## config.mk

```make
export PLATFORM = sky130hd
export DESIGN_NAME = igm_port
export DESIGN_NICKNAME = d
export VERILOG_FILES = /design/src/igm_pkg.sv /design/src/igm_stage_if.sv /design/src/igm_port.sv /design/src/igm_skid_buf.sv /design/src/igm_pin_sync.sv
export VERILOG_INCLUDE_DIRS = /design/src
export SDC_FILE = /design/constraint.sdc
export NUM_CORES = 1
export LEC_CHECK = 0
export ABC_AREA = 1
export BUFFER_PORTS_ARGS = -buffer_cell sky130_fd_sc_hd__buf_2
export CAP_MARGIN = 20
export CELL_PAD_IN_SITES_DETAIL_PLACEMENT = 1
export CELL_PAD_IN_SITES_GLOBAL_PLACEMENT = 2
export CORE_ASPECT_RATIO = 0.7
export CORE_MARGIN = 10
export CORE_UTILIZATION = 30
export CTS_CLUSTER_SIZE = 24
export DETAILED_ROUTE_END_ITERATION = 10
export HOLD_SLACK_MARGIN = 0.06
export PLACE_DENSITY_LB_ADDON = 0.1
export SLEW_MARGIN = 0
export SYNTH_ARGS = -nofsm -noshare
export SYNTH_HDL_FRONTEND = slang
export SYNTH_SLANG_ARGS = --single-unit
```

## constraint.sdc

```tcl
create_clock -name clk -period 1.6 [get_ports clk]
set_input_delay 0.4 -clock clk [delete_from_list [all_inputs] [get_ports clk]]
set_output_delay 0.4 -clock clk [all_outputs]
set_load 0.01 [all_outputs]
```

## src/igm_params.svh

```systemverilog
`ifndef IGM_PARAMS_SVH
`define IGM_PARAMS_SVH
`define IGM_RELOAD_W 7
`define IGM_GCALL_ADDR 8'h00
`define IGM_MODE_MASTER 4'h8
`define IGM_MODE_SLV7 4'h6
`define IGM_MODE_SLV10 4'h7
`define IGM_PHASES 2
`define IGM_BIT_TX_LAST 4'h8
`define IGM_BIT_ACK 4'h9
`endif

```

## src/igm_pkg.sv

```systemverilog
package igm_pkg;
  typedef enum logic [3:0] {
    IGM_IDLE, IGM_START1, IGM_START2, IGM_TX_LOW, IGM_TX_HIGH, IGM_STOP1, IGM_STOP2, IGM_STOP3,
    IGM_SLV_ADDR, IGM_SLV_DATA
  } igm_state_t;
  typedef logic [7:0] igm_byte_t;
endpackage

```

## src/igm_stage_if.sv

```systemverilog
`timescale 1ns/1ps
interface igm_stage_if;
  logic in_valid;
  logic in_ready;
  igm_pkg::igm_byte_t in_data;
  logic out_valid;
  logic out_ready;
  igm_pkg::igm_byte_t out_data;
  modport buf_side (input in_valid, in_data, out_ready, output in_ready, out_valid, out_data);
  modport user_side (output in_valid, in_data, out_ready, input in_ready, out_valid, out_data);
endinterface

```

## src/igm_port.sv

```systemverilog
`timescale 1ns/1ps
`include "igm_params.svh"
module igm_port (
  input wire logic clk,
  input wire logic reset,
  input wire logic port_enable,
  input wire logic [3:0] port_mode_sel,
  input wire logic general_call_en,
  input wire logic clock_release,
  input wire logic start_enable_set,
  input wire logic stop_enable_set,
  input wire logic [7:0] addr_reload_reg,
  input wire logic buf_wr,
  input wire igm_pkg::igm_byte_t buf_wr_data,
  input wire logic ua_update,
  input wire logic irq_clear,
  input wire logic write_collision_clear,
  input wire logic rx_ready,
  input wire logic scl_in,
  input wire logic sda_in,
  output logic scl_out,
  output logic scl_oe,
  output logic sda_out,
  output logic sda_oe,
  output logic port_irq_flag,
  output logic write_collision,
  output logic buffer_full,
  output logic ack_received_status,
  output logic addr_update_needed,
  output logic start_enable,
  output logic stop_enable,
  output logic start_seen,
  output logic stop_seen,
  output logic rx_valid,
  output igm_pkg::igm_byte_t rx_data
);
  import igm_pkg::*;
  igm_state_t st_q;
  logic [`IGM_RELOAD_W-1:0] cnt_q;
  logic cnt_run_q;
  logic phase_q;
  logic [3:0] bit_q;
  igm_byte_t shift_reg;
  igm_byte_t xfer_buffer;
  logic hold_q, scl_drv_q, sda_drv_q;
  logic irq_q, write_collision_q, bf_q, ack_q, ua_q, sen_q, pen_q, s_q, p_q;
  logic rxv_q;
  igm_byte_t rxd_q;
  logic scl_lv, scl_fell, sda_lv, sda_fell;
  logic scl_prev_q, sda_prev_q;
  logic gc_q;
  igm_pin_sync u_scl (.clk(clk), .reset(reset), .pin_in(scl_in), .level(scl_lv), .fell(scl_fell));
  igm_pin_sync u_sda (.clk(clk), .reset(reset), .pin_in(sda_in), .level(sda_lv), .fell(sda_fell));
  igm_stage_if stg ();
  igm_skid_buf u_buf (.clk(clk), .reset(reset), .st(stg.buf_side));
  function automatic logic is_gcall(input igm_byte_t a, input logic en);
    is_gcall = en && (a == `IGM_GCALL_ADDR);
  endfunction

  wire master = port_enable && (port_mode_sel == `IGM_MODE_MASTER);
  wire slave = port_enable && (port_mode_sel == `IGM_MODE_SLV7 || port_mode_sel == `IGM_MODE_SLV10);
  wire ten_bit = port_mode_sel == `IGM_MODE_SLV10;
  // Two decrements per 4-phase instruction cycle: every other clock
  wire tick = phase_q;
  wire cnt_zero = cnt_run_q && tick && (cnt_q == '0);
  wire [`IGM_RELOAD_W-1:0] reload_val = addr_reload_reg[`IGM_RELOAD_W-1:0];
  wire start_busy = (st_q == IGM_START1) || (st_q == IGM_START2);
  wire tx_busy = (st_q == IGM_TX_LOW) || (st_q == IGM_TX_HIGH);
  wire buf_take = buf_wr && master && !start_busy && !tx_busy && st_q == IGM_IDLE;
  wire collide = buf_wr && master && (start_busy || tx_busy);
  wire bus_start = sda_fell && scl_lv;
  wire bus_stop = sda_lv && !sda_prev_q && scl_lv;
  wire scl_rise = scl_lv && !scl_prev_q;
  wire slv_byte_done = (st_q == IGM_SLV_ADDR || st_q == IGM_SLV_DATA) && scl_rise && bit_q == 4'h7;
  wire gc_hit = (st_q == IGM_SLV_ADDR) && slv_byte_done && is_gcall({shift_reg[6:0], sda_lv}, general_call_en);
  wire ten_hdr = ten_bit && (st_q == IGM_SLV_ADDR) && slv_byte_done && (shift_reg[6:2] == 5'h1E) && !sda_lv;
  assign stg.in_valid = rxv_q;
  assign stg.in_data = rxd_q;
  assign stg.out_ready = rx_ready;

  assign scl_out = 1'b0;
  assign sda_out = 1'b0;
  assign scl_oe = hold_q || scl_drv_q;
  assign sda_oe = sda_drv_q;
  assign port_irq_flag = irq_q;
  assign write_collision = write_collision_q;
  assign buffer_full = bf_q;
  assign ack_received_status = ack_q;
  assign addr_update_needed = ua_q;
  assign start_enable = sen_q;
  assign stop_enable = pen_q;
  assign start_seen = s_q;
  assign stop_seen = p_q;
  assign rx_valid = stg.out_valid;
  assign rx_data = stg.out_data;

  // Clock-release hold for slave clock synchronisation
  always_ff @(posedge clk) begin
    if (reset || !slave) begin
      hold_q <= 1'b0;
    end else if (!clock_release && !scl_lv) begin
      hold_q <= 1'b1;
    end else if (clock_release) begin
      hold_q <= 1'b0;
    end
  end

  always_ff @(posedge clk) begin
    if (reset) begin
      phase_q <= 1'b0;
      scl_prev_q <= 1'b1;
      sda_prev_q <= 1'b1;
    end else begin
      phase_q <= ~phase_q;
      scl_prev_q <= scl_lv;
      sda_prev_q <= sda_lv;
    end
  end

  // Counter: loaded on demand, reloads at zero; stops at the end of START2, STOP3 and the ack bit, and on reset or when not in master mode
  always_ff @(posedge clk) begin
    if (reset || !master) begin
      cnt_q <= '0;
      cnt_run_q <= 1'b0;
    end else if (buf_take || (st_q == IGM_IDLE && (start_enable_set || stop_enable_set))) begin
      cnt_q <= reload_val;
      cnt_run_q <= 1'b1;
    end else if ((st_q == IGM_TX_HIGH || st_q == IGM_STOP2) && !scl_lv) begin
      cnt_q <= reload_val;
    end else if (cnt_zero) begin
      cnt_q <= reload_val;
      cnt_run_q <= !(st_q == IGM_START2 || st_q == IGM_STOP3
        || (st_q == IGM_TX_HIGH && bit_q == `IGM_BIT_ACK - 1'b1));
    end else if (cnt_run_q && tick) begin
      cnt_q <= cnt_q - 1'b1;
    end
  end

  always_ff @(posedge clk) begin
    if (reset) begin
      st_q <= IGM_IDLE;
      bit_q <= 4'h0;
      shift_reg <= 8'h00;
      xfer_buffer <= 8'h00;
      scl_drv_q <= 1'b0;
      sda_drv_q <= 1'b0;
      irq_q <= 1'b0;
      write_collision_q <= 1'b0;
      bf_q <= 1'b0;
      ack_q <= 1'b0;
      ua_q <= 1'b0;
      sen_q <= 1'b0;
      pen_q <= 1'b0;
      s_q <= 1'b0;
      p_q <= 1'b0;
      rxv_q <= 1'b0;
      rxd_q <= 8'h00;
      gc_q <= 1'b0;
    end else begin
      if (rxv_q && stg.in_ready) begin
        rxv_q <= 1'b0;
      end
      // Set wins over software clear
      if (irq_clear) begin
        irq_q <= 1'b0;
      end
      if (write_collision_clear) begin
        write_collision_q <= 1'b0;
      end
      if (collide) begin
        write_collision_q <= 1'b1;
      end
      if (ua_update) begin
        ua_q <= 1'b0;
      end
      if (!port_enable) begin
        s_q <= 1'b0;
        p_q <= 1'b0;
        st_q <= IGM_IDLE;
        scl_drv_q <= 1'b0;
        sda_drv_q <= 1'b0;
        sen_q <= 1'b0;
        pen_q <= 1'b0;
      end else begin
        if (bus_start) begin
          s_q <= 1'b1;
          p_q <= 1'b0;
        end
        if (bus_stop) begin
          p_q <= 1'b1;
          s_q <= 1'b0;
        end
        case (st_q)
          IGM_IDLE: begin
            if (master && start_enable_set && scl_lv && sda_lv) begin
              sen_q <= 1'b1;
              st_q <= IGM_START1;
            end else if (master && stop_enable_set) begin
              pen_q <= 1'b1;
              sda_drv_q <= 1'b1;
              st_q <= IGM_STOP1;
            end else if (buf_take) begin
              xfer_buffer <= buf_wr_data;
              shift_reg <= buf_wr_data;
              bf_q <= 1'b1;
              bit_q <= 4'h0;
              scl_drv_q <= 1'b1;
              sda_drv_q <= !buf_wr_data[7];
              st_q <= IGM_TX_LOW;
            end else if (slave && bus_start) begin
              bit_q <= 4'h0;
              st_q <= IGM_SLV_ADDR;
            end
          end
          IGM_START1: begin
            if (cnt_zero) begin
              sda_drv_q <= 1'b1;
              st_q <= IGM_START2;
            end
          end
          IGM_START2: begin
            if (cnt_zero) begin
              sen_q <= 1'b0;
              scl_drv_q <= 1'b1;
              irq_q <= 1'b1;
              st_q <= IGM_IDLE;
            end
          end
          IGM_TX_LOW: begin
            if (cnt_zero) begin
              scl_drv_q <= 1'b0;
              st_q <= IGM_TX_HIGH;
            end
          end
          IGM_TX_HIGH: begin
            if (cnt_zero && scl_lv) begin
              scl_drv_q <= 1'b1;
              if (bit_q == `IGM_BIT_ACK - 1'b1) begin
                ack_q <= sda_lv;
                irq_q <= 1'b1;
                st_q <= IGM_IDLE;
              end else begin
                shift_reg <= {shift_reg[6:0], 1'b1};
                bit_q <= bit_q + 1'b1;
                if (bit_q == `IGM_BIT_TX_LAST - 1'b1) begin
                  bf_q <= 1'b0;
                  sda_drv_q <= 1'b0;
                end else begin
                  sda_drv_q <= !shift_reg[6];
                end
                st_q <= IGM_TX_LOW;
              end
            end
          end
          IGM_STOP1: begin
            if (cnt_zero) begin
              scl_drv_q <= 1'b0;
              st_q <= IGM_STOP2;
            end
          end
          IGM_STOP2: begin
            if (cnt_zero && scl_lv) begin
              sda_drv_q <= 1'b0;
              st_q <= IGM_STOP3;
            end
          end
          IGM_STOP3: begin
            if (cnt_zero) begin
              pen_q <= 1'b0;
              irq_q <= 1'b1;
              st_q <= IGM_IDLE;
            end
          end
          IGM_SLV_ADDR, IGM_SLV_DATA: begin
            if (bus_stop || !slave) begin
              sda_drv_q <= 1'b0;
              st_q <= IGM_IDLE;
            end else if (scl_rise && bit_q < 4'h8) begin
              shift_reg <= {shift_reg[6:0], sda_lv};
              bit_q <= bit_q + 1'b1;
              if (gc_hit || (st_q == IGM_SLV_DATA && bit_q == 4'h7)) begin
                xfer_buffer <= {shift_reg[6:0], sda_lv};
                rxd_q <= {shift_reg[6:0], sda_lv};
                rxv_q <= 1'b1;
                bf_q <= 1'b1;
                gc_q <= gc_hit;
              end
            end else if (scl_fell && bit_q == 4'h8) begin
              sda_drv_q <= (st_q == IGM_SLV_DATA) || gc_q;
              bit_q <= 4'h9;
            end else if (scl_fell && bit_q == 4'h9) begin
              sda_drv_q <= 1'b0;
              bit_q <= 4'h0;
              if (gc_q) begin
                irq_q <= 1'b1;
                ua_q <= 1'b0;
                gc_q <= 1'b0;
                st_q <= IGM_SLV_DATA;
              end else if (st_q == IGM_SLV_DATA) begin
                irq_q <= 1'b1;
              end else begin
                st_q <= IGM_IDLE;
              end
            end
          end
          default: st_q <= IGM_IDLE;
        endcase
        if (!ten_bit) begin
          ua_q <= 1'b0;
        end else if (ten_hdr) begin
          ua_q <= 1'b1;
        end
      end
    end
  end
endmodule

```

## src/igm_skid_buf.sv

```systemverilog
`timescale 1ns/1ps
module igm_skid_buf (
  input wire logic clk,
  input wire logic reset,
  igm_stage_if.buf_side st
);
  import igm_pkg::*;
  igm_byte_t mem_q [2];
  logic [1:0] cnt_q;
  logic rd_q;
  logic wr_q;
  wire push = st.in_valid && st.in_ready;
  wire pop = st.out_valid && st.out_ready;
  assign st.in_ready = (cnt_q != 2'h2);
  assign st.out_valid = (cnt_q != 2'h0);
  assign st.out_data = mem_q[rd_q];
  always_ff @(posedge clk) begin
    if (reset) begin
      cnt_q <= 2'h0;
      rd_q <= 1'b0;
      wr_q <= 1'b0;
    end else begin
      if (push) begin
        mem_q[wr_q] <= st.in_data;
        wr_q <= ~wr_q;
      end
      if (pop) begin
        rd_q <= ~rd_q;
      end
      cnt_q <= cnt_q + {1'b0, push} - {1'b0, pop};
    end
  end
endmodule

```

## src/igm_pin_sync.sv

```systemverilog
`timescale 1ns/1ps
module igm_pin_sync (
  input wire logic clk,
  input wire logic reset,
  input wire logic pin_in,
  output logic level,
  output logic fell
);
  logic s1_q;
  logic s2_q;
  logic s3_q;
  logic lvl_q;
  // Level moves only when the second and third stage agree
  wire agree = (s2_q == s3_q);
  assign level = lvl_q;
  assign fell = agree && lvl_q && !s3_q;
  always_ff @(posedge clk) begin
    if (reset) begin
      s1_q <= 1'b1;
      s2_q <= 1'b1;
      s3_q <= 1'b1;
      lvl_q <= 1'b1;
    end else begin
      s1_q <= pin_in;
      s2_q <= s1_q;
      s3_q <= s2_q;
      if (agree) begin
        lvl_q <= s3_q;
      end
    end
  end
endmodule

```

**Word-level counts from Yosys, hierarchy flattened**

Memory sizes are Yosys's and may differ from the RTL's. A register that Yosys moved wholly into a read port is not among the register bits.
Index checks and enable logic that the tools add are counted.

- Input bits: 34
- Register bits after elaboration: 60
- Logic and storage cells: 316
- Output and inout port bits: 22
- RAM bits: 16
- Memories: 1

Memory list:

| memory | depth | bits a word | read ports | clocked after Yosys merged registers in | write ports | line | source |
|---|---|---|---|---|---|---|---|
| u_buf.mem_q | 2 | 8 | 1 | 1 | 1 | igm_skid_buf.sv:8 | `igm_byte_t mem_q [2];` |

- Mux-type cells: 117
- $add $sub $neg: 4
- Eq/ne operators: 50
- Reductions and logical operators: 104
- Bitwise logic cells: 5
- $lt $le $gt $ge: 1

Operator list:

| kind | count |
|---|---|
| $mux 4 | 26 |
| $mux 7 | 11 |
| $mux 1 | 70 |
| $logic_and 1x1->1 | 42 |
| $pmux 4 s8 | 1 |
| $ne 2x2->1 const B | 15 |
| $eq 4x3->1 const B | 7 |
| $reduce_and 9->1 | 3 |
| $reduce_and 11->1 | 2 |
| $pmux 7 s3 | 1 |
| $eq 4x4->1 const B | 5 |
| $logic_or 1x1->1 | 16 |
| $ne 2x1->1 const B | 8 |
| $reduce_bool 2->1 | 8 |
| $logic_not 1->1 | 14 |
| $ne 4x4->1 const B | 3 |
| $pmux 4 s3 | 1 |
| $ne 3x3->1 const B | 3 |
| $eq 4x2->1 const B | 2 |
| $logic_not 8->1 | 1 |
| $reduce_and 4->1 | 2 |
| $reduce_bool 4->1 | 2 |
| $reduce_or 2->1 | 4 |
| $logic_not 7->1 | 1 |
| other kinds (25) | 33 |

**Depth between registers and ports, before layout**

Gate-level depths: netlist of run 1.

- Depth after elaboration: 12
- Depth in mapped cells: 12
- Mapped depth without buffers: 12

**Modules after synthesis**

Synthesis of run 1 repeated with hierarchy kept, for this count alone.

- Cells, all modules: 575
- Area total of the unflattened synthesis: 4180.3 um^2

Modules (own cells, without submodules):

| module | cells an instance | instances | area each (um^2) | seq. area each (um^2) |
|---|---|---|---|---|
| igm_port | 489 | 1 | 3071.7 | 960.9 |
| igm_skid_buf | 64 | 1 | 868.3 | 580.6 |
| igm_pin_sync | 11 | 2 | 120.1 | 80.1 |

**Least setup slack after synthesis of run 1**

OpenSTA, ideal clock, no wires.

- Path kind: register to register
- Start point: register bit_q[0]
- End point: register shift_reg[1]
- Buffers on the path: 0
- Setup slack: -0.014 ns
- Required time: 1.484 ns
- Stages on the path, launching flop included: 11
- Arrival: 1.498 ns
- Library setup time: 0.116 ns
- Clock period less this slack: 1.614 ns
- Path through: dfxtp_1 inv_1 ha_1 nand3_1 nor2_2 nor2_2 nand2_1 nor2_1 nand2_4 o21ai_0 nor2_1

- Word-level cells in the longest chain between the ends: 4
- Elaborated cells on any way between the ends: 6
- Those cells by class: order compare (1); eq/ne (3); reduce/logical (2)

Ends and longest elaborated chain:

| what | line | source |
|---|---|---|
| start, declared | igm_port.sv:42 | `logic [3:0] bit_q;` |
| start signal, assigned | igm_port.sv:244 | `bit_q <= bit_q + 1'b1;` |
| start signal, assigned | igm_port.sv:280 | `bit_q <= bit_q + 1'b1;` |
| $lt 4x4->1 | igm_port.sv:278 | `end else if (scl_rise && bit_q < 4'h8) begin` |
| $logic_and 1x1->1 | igm_port.sv:278 |  |
| $ne 2x2->1 (no line) | n/a |  |
| $reduce_and 9->1 (no line) * | n/a |  |
| end signal, assigned | igm_port.sv:204 | `shift_reg <= buf_wr_data;` |
| end signal, assigned | igm_port.sv:243 | `shift_reg <= {shift_reg[6:0], 1'b1};` |
| end signal, assigned | igm_port.sv:279 | `shift_reg <= {shift_reg[6:0], sda_lv};` |
| end, declared | igm_port.sv:43 | `igm_byte_t shift_reg;` |

Mark *: on every way between the ends. The rest lies on a longest branch, timed or not.
A chain may end at the register's enable or synchronous reset.

**Final worst setup path of run 1**

- Start point: register cnt_q[1]
- End point: register bit_q[1]

- Word-level cells in the longest chain between the ends: 5

Ends and longest elaborated chain:

| what | line | source |
|---|---|---|
| start, declared | igm_port.sv:39 | `` logic [`IGM_RELOAD_W-1:0] cnt_q; `` |
| start signal, assigned | igm_port.sv:126 | `cnt_q <= reload_val;` |
| start signal, assigned | igm_port.sv:129 | `cnt_q <= reload_val;` |
| start signal, assigned | igm_port.sv:131 | `cnt_q <= reload_val;` |
| $logic_not 7->1 | igm_port.sv:65 | `wire cnt_zero = cnt_run_q && tick && (cnt_q == '0);` |
| $logic_and 1x1->1 | igm_port.sv:65 |  |
| $logic_and 1x1->1 | igm_port.sv:236 | `if (cnt_zero && scl_lv) begin` |
| $ne 2x1->1 (no line) | n/a |  |
| $reduce_and 9->1 (no line) | n/a |  |

No other way between the ends.

==> results of run 1 <==
power by group through the flow:
stage	clock, W	combinational, W	sequential, W
detailed placement	0	0.00165	0.00225
finish	0.00217	0.00219	0.00224
floorplan	0	0.000931	0.00223
global route	0.00230	0.00241	0.00225
global placement	0	0.00160	0.00224
CTS	0.00222	0.00203	0.00223
worst paths after layout:
kind	start	endpoint	slack (ps)
min	clock_release	hold_q	230
min reg2reg	phase_q	phase_q	430
max reg2reg	cnt_q[1]	bit_q[1]	-80
max	cnt_q[1]	bit_q[1]	-80
routing by layer:
metal / global-route usage [%] / part of all wire (%) / wire length, um / up-vias
met5: 0 / 0 / 0 / -
met2: 24.3 / 46 / 6830 / 47
met1: 20.6 / 50 / 7460 / 2069
li1: - / - / - / 2172
met3: 3.05 / 3.0 / 441 / 14
met4: 3.38 / 0.89 / 133 / 0
synthesized netlist by cell type, types with 2 or more instances:
| library cell | instances | area share (%) |
|---|---|---|
| a211oi_1 | 2 | 0.36 |
| a21boi_0 | 2 | 0.36 |
| a21oi_1 | 30 | 3.6 |
| buf_2 | 2 | 0.24 |
| buf_4 | 4 | 0.72 |
| clkbuf_1 | 5 | 0.45 |
| dfxtp_1 | 61 | 29 |
| edfxtp_1 | 16 | 12 |
| ha_1 | 7 | 2.1 |
| inv_1 | 68 | 6.1 |
| inv_2 | 5 | 0.45 |
| mux2_2 | 8 | 2.2 |
| nand2_1 | 104 | 9.4 |
| nand2_2 | 6 | 0.90 |
| nand2_4 | 5 | 1.4 |
| nand3_1 | 45 | 5.4 |
| nand3_2 | 4 | 0.96 |
| nand3b_1 | 2 | 0.36 |
| nand4_1 | 15 | 2.3 |
| nor2_1 | 76 | 6.9 |
| nor2_2 | 10 | 1.5 |
| nor2_4 | 7 | 1.9 |
| nor3_1 | 8 | 0.96 |
| o211ai_1 | 2 | 0.36 |
| o21ai_0 | 28 | 3.4 |
| o21ai_1 | 12 | 1.4 |
| o22ai_1 | 2 | 0.30 |
| or2_2 | 7 | 1.1 |
| xor2_1 | 8 | 1.7 |
cell families after synthesis:
| group | Yosys count |
|---|---|
| muxes | 8 |
| other | 1 |
| and+or+nand+nor | 292 |
| DFF | 77 |
| AOI/OAI and AO/OA | 83 |
| xor gates and xnor gates | 8 |
| buffers and inverters | 84 |
| adders and majority gates | 8 |
cell type report:
class                      count  area, um2  share of cell area, %
multi-input combinational    403       2760                   42.1
sequential                    77       1730                   26.4
timing repair buffer         160       1240                   18.9
inverter                      73        284                   4.33
tap                          185        231                   3.53
clock buffer                   9        225                   3.44
clock inverter                 7       80.1                   1.22
metrics by stage:
stage               total power [W]  utilization [%]  cell area [um2]
floorplan                   0.00316                -             4160
global placement            0.00384             40.0             5340
detailed placement          0.00390             40.0             5340
CTS                         0.00648             46.5             6200
global route                0.00696             49.1             6560
finish                      0.00659             49.1             6560
repair_timing:
| action | CTS | global route |
|---|---|---|
| cloned | 1 | 1 |
| setup endpoints to repair | 47 | 48 |
| gates resized for setup | 124 | 79 |
| pin swaps | 31 | 38 |
| buffers inserted | 10 | 8 |
==> out/results.tsv, run 1 <==
stage	metric	value	unit
run_status	outcome	finished, violations left	
run_status	violations	negative setup slack	
place	gp_congestion	0.864	
yosys	ys.flop_type	dfxtp_1	
cts	ctsLongestPathBuffers	2	
yosys	yosysSeqAreaShare	40.9	%
cts	cts_tree	yes	
final_layout	final_cell_mix	buf_4 (90), nand2_1 (80), inv_1 (58), nor2_1 (56), dfxtp_1 (50)	
worst_setup_path	cp.arrival	1950	ps
cts	cts_buffers	9	
grt	grt_util_all_layers	15.2	%
detailed_routing	drc	0	
cts	hold_buffers	0	
yosys	synth_cell_types	39	
timing	rsz0062_at_grt	true	
yosys	synth.cell_area	0.00416	mm2
final_layout	antenna_cells	0	
power	pwr-share-seq	33.9	%
place	io_buffers	52	
final_layout	largest-register	u_buf.mem_q	
detailed_routing	drt_pass1_iterations	4	
yosys	synthArstFlopShare	0	%
power	p_leak	2.97	nW
power	power_density	1010	mW/mm2
worst_setup_path	path_class	register to register	
final_layout	fillers	1610	
yosys	muxShareOfSynthArea	2.17	%
grt	grt-ovfl-total	0	
die	io-pin-count	56	
timing	setup_viol	19	
worst_hold_path	hold_path_depth	2	
die	core_area	0.0134	mm2
final_layout	final_cells	914	
yosys	syn_avg_cell_area	7.41	um2
yosys	synth_cells	561	
place	dp_slack	-288	ps
die	die_y	118	um
power	swShare	34.6	%
power	vdd_drop_max	0.527	mV
grt	grt_pass1_wl	23.6	mm
worst_setup_path	ff2ff_path_depth	12	
worst_setup_path	max_stage_delay	320	ps
detailed_routing	wl_per_cell	16.3	um
worst_setup_path	worst-path-buf-inv	3	
detailed_routing	detail-route-antenna-nets	0	
place	dp_hpwl	11.1	mm
grt	grt_max_degree	22	
timing	drv_slew	0	
place	place_inst	880	
timing	post-route-period-util	105	%
power	p_int	0.00431	W
run	maxCapViolCount	0	
worst_setup_path	cp_common_cell	nand2_4	
detailed_routing	vias	4302	
die	rows	35	
worst_setup_path	cp_cell_sequence	inv_2, ha_4, nand2_4, nor2_4, nand3_4, nand2_4, nand2_4, nor2_4, buf_12, buf_6, nand4_1, a21oi_2	
worst_setup_path	crit_path_max_fanout	3	
die	start_util	31.1	%
timing	finalClockSkew	5.04	ps
worst_setup_path	cp.required	1870	ps
die	die_w	161	um
yosys	synth-simple-area-share	33.9	%
cts	cts_sinks	77	
power	combPwrFrac	33.2	%
final_layout	drive_above_1_share	47.2	%
yosys	synth_compound_area_share	10.9	%
yosys	synthXorXnorAreaFrac	1.69	%
timing	layout_setup_ws	-81.0	ps
cts	clock_latency	340	ps
die	dieArea	0.0190	mm2
final_layout	largest_reg_flops	16	
detailed_routing	drt_first_iter_violations	183	
timing	hold_viol	0	
yosys	ys.warnings.count	0	
yosys	synth-seq-cells	77	
timing	hold_ws	226	ps
final_layout	nNetsFinal	765	
worst_setup_path	crit_path_end_kind	register	
worst_setup_path	critPathLaunchType	register	
detailed_routing	finalWirelength	14.9	mm
cts	cts-root-buf	clkbuf_16	
cts	clk_pin_slew_worst_paths	70	ps
grt	grt_pass1_vias	4537	
timing	min_period	1680	ps
final_layout	top_regs	u_buf.mem_q (16), rxd_q (8)	
yosys	synth_top_family_by_area	simple AND/OR/NAND/NOR gates	
yosys	synth_edf_count	16	
worst_setup_path	cp.depth	12	
yosys	synth_fa_ha_area_share	2.35	%
worst_hold_path	hp-class	input port to register	
final_layout	final_common_cell	buf_4	
power	clockPowerShare	32.9	%
timing	tns	-564	ps
worst_setup_path	cp_slowest_cell	dfxtp_2	
final_layout	synthToLayoutAreaGrowth	57.7	%
cts	htree_levels	3	
timing	max_freq	595	MHz
grt	antenna_found_initial	0	
power	netSwitchingPower	0.00228	W
detailed_routing	via_per_inst	4.71	
worst_setup_path	critical_path.top_delay_family	simple AND/OR/NAND/NOR gates	
(Power assumes the default switching activity.)
==> run 2, diff against run 1 <==
--- a/config.mk
+++ b/config.mk
@@ -12,12 +12,11 @@
 export CELL_PAD_IN_SITES_DETAIL_PLACEMENT = 1
 export CELL_PAD_IN_SITES_GLOBAL_PLACEMENT = 2
 export CORE_ASPECT_RATIO = 0.7
-export CORE_MARGIN = 10
 export CORE_UTILIZATION = 30
 export CTS_CLUSTER_SIZE = 24
 export DETAILED_ROUTE_END_ITERATION = 10
 export HOLD_SLACK_MARGIN = 0.06
-export PLACE_DENSITY_LB_ADDON = 0.1
+export PLACE_DENSITY = 0.87
 export SLEW_MARGIN = 0
 export SYNTH_ARGS = -nofsm -noshare
 export SYNTH_HDL_FRONTEND = slang
==> run 2 against run 1 <==
Net effect: first-iteration DRC count grew 19%; critical path depth shrank 3; register-to-register slack got worse by 110 ps; clock power increased by 8%; combinational power grew 9.6%; sequential power about the same; final cell count increased by 0.88%; fmax is 6.1% lower; the run still ends with negative setup slack left.
==> out/results.tsv, run 2 (synthesis results as in run 1) <==
stage	metric	value	unit
run_status	outcome	finished, violations left	
run_status	violations	negative setup slack	
cts	clk_pin_slew_worst_paths	70	ps
die	die_w	143	um
final_layout	nNetsFinal	773	
timing	post-route-period-util	112	%
worst_setup_path	crit_path_end_kind	register	
final_layout	final_cells	922	
die	io-pin-count	56	
worst_setup_path	reg2reg_slack	-190	ps
worst_setup_path	crit-reg2reg-launch	st_q[2]	
timing	hold_ws	226	ps
detailed_routing	drt_first_iter_violations	217	
final_layout	largest-register	u_buf.mem_q	
cts	hold_buffers	0	
grt	antenna_found_initial	0	
cts	cts_buffers	9	
grt	grt-ovfl-total	0	
final_layout	antenna_cells	0	
power	vdd_drop_max	0.564	mV
timing	min_period	1790	ps
cts	cts_tree	yes	
detailed_routing	drt_pass1_iterations	4	
die	rows	35	
timing	finalClockSkew	12.1	ps
place	io_buffers	52	
worst_setup_path	reg2reg_to	ack_received_status	
worst_hold_path	hold_path_depth	2	
cts	cts_sinks	77	
final_layout	top_regs	u_buf.mem_q (16), rxd_q (8)	
detailed_routing	drc	0	
grt	grt_pass1_vias	4691	
worst_setup_path	path_class	register to register	
worst_hold_path	hp-class	input port to register	
power	p_leak	3.00	nW
cts	htree_levels	3	
place	place_inst	876	
timing	max_freq	559	MHz
detailed_routing	wl_per_cell	18.3	um
worst_hold_path	hold_path_startpoint	clock_release	
worst_setup_path	crit_path_max_fanout	6	
worst_setup_path	ff2ff_path_depth	9	
timing	hold_viol	0	
cts	clock_latency	350	ps
worst_setup_path	cp.required	1820	ps
power	power_density	1060	mW/mm2
timing	layout_setup_ws	-190	ps
detailed_routing	via_per_inst	5.02	
die	core_area	0.0134	mm2
grt	grt_pass1_wl	24.2	mm
detailed_routing	vias	4630	
worst_setup_path	cp.arrival	2010	ps
final_layout	multi_input_area	0.00277	mm2
detailed_routing	finalWirelength	16.9	mm
worst_setup_path	critPathLaunchType	register	
worst_hold_path	hold_path_end	hold_q	
detailed_routing	detail-route-antenna-nets	0	
grt	grt_max_degree	19	
cts	ctsLongestPathBuffers	2	
final_layout	drive_above_1_share	48.0	%
final_layout	final_cell_mix	buf_4 (99), nand2_1 (73), inv_1 (58), nor2_1 (54), dfxtp_1 (49)	
final_layout	synthToLayoutAreaGrowth	58.7	%
timing	rsz0062_at_grt	true	
place	dp_hpwl	10.5	mm
run	maxCapViolCount	0	
final_layout	final_common_cell	buf_4	
grt	grt_util_all_layers	22.1	%
final_layout	fillers	1608	
timing	drv_slew	0	
cts	cts-root-buf	clkbuf_16	
die	dieArea	0.0143	mm2
final_layout	largest_reg_flops	16	
place	gp_congestion	0.888	
die	start_util	31.1	%
die	die_y	100	um
timing	setup_viol	42	
final_layout	ff_latch_area	0.00173	mm2
==> run 2: area by class of cell <==
| class | instances | area share, % |
|---|---|---|
| Clock buffer | 10 | 3.47 |
| Clock inverter | 6 | 1.46 |
| Inverter | 73 | 4.50 |
| Multi-Input combinational cell | 404 | 42.0 |
| Sequential cell | 77 | 26.3 |
| Tap cell | 185 | 3.51 |
| Timing Repair Buffer | 167 | 18.8 |
==> run 2: worst max-delay path by stage <==
stage | start | to | slack [ps] | depth (start not counted)
2_1_floorplan | reset | u_buf.mem_q[1][0] | 10 | 2
3_3_place_gp | port_mode_sel[2] | shift_reg[1] | -170 | 11
3_5_place_dp | bit_q[1] | bit_q[3] | -240 | 10
4_1_cts | cnt_q[0] | bit_q[3] | -50 | 13
5_1_grt | st_q[2] | ack_received_status | -260 | 9
6_report | st_q[2] | ack_received_status | -190 | 9
==> run 2: what timing repair did <==
item,CTS,global route
resized for setup,120,95
cloned,1,2
pin swaps,27,49
setup buffers,16,11
setup endpoints to repair,56,48
==> run 2: where the power goes <==
group          internal, W  switching, W
combinational      0.00102       0.00138
clock              0.00139      0.000953
sequential         0.00210      0.000141
total              0.00452       0.00247
==> run 2: layer usage <==
metal	part of all wire, %	GRT usage [%]	vias to the layer above
met5	0	0	-
met4	1.9	7.28	0
met2	52	39.3	104
met1	43	26.8	2309
li1	-	-	2190
met3	3.4	4.18	27
==> run 2: metrics by stage <==
stage          worst slack (ps)  utilization [%]  total power [W]  instance area, um2  setup TNS (ps)
6_report                   -190             49.4          0.00699                6600           -2330
2_1_floorplan              13.2                -          0.00316                4160               0
3_3_place_gp               -168             39.4          0.00376                5270           -3640
4_1_cts                   -54.5             46.2          0.00661                6170            -842
3_5_place_dp               -238             39.4          0.00383                5270           -6130
5_1_grt                    -258             49.4          0.00723                6600           -5830
==> run 2: worst max-delay path, cell delays in order (launching register included) <==
cell and delay [ps]:
dfxtp_4 380, inv_4 40, buf_6 110, nor2_4 180
nand2_4 130, nor2_4 210, buf_6 140, nand4_1 180
nor2_1 210, a211oi_1 70
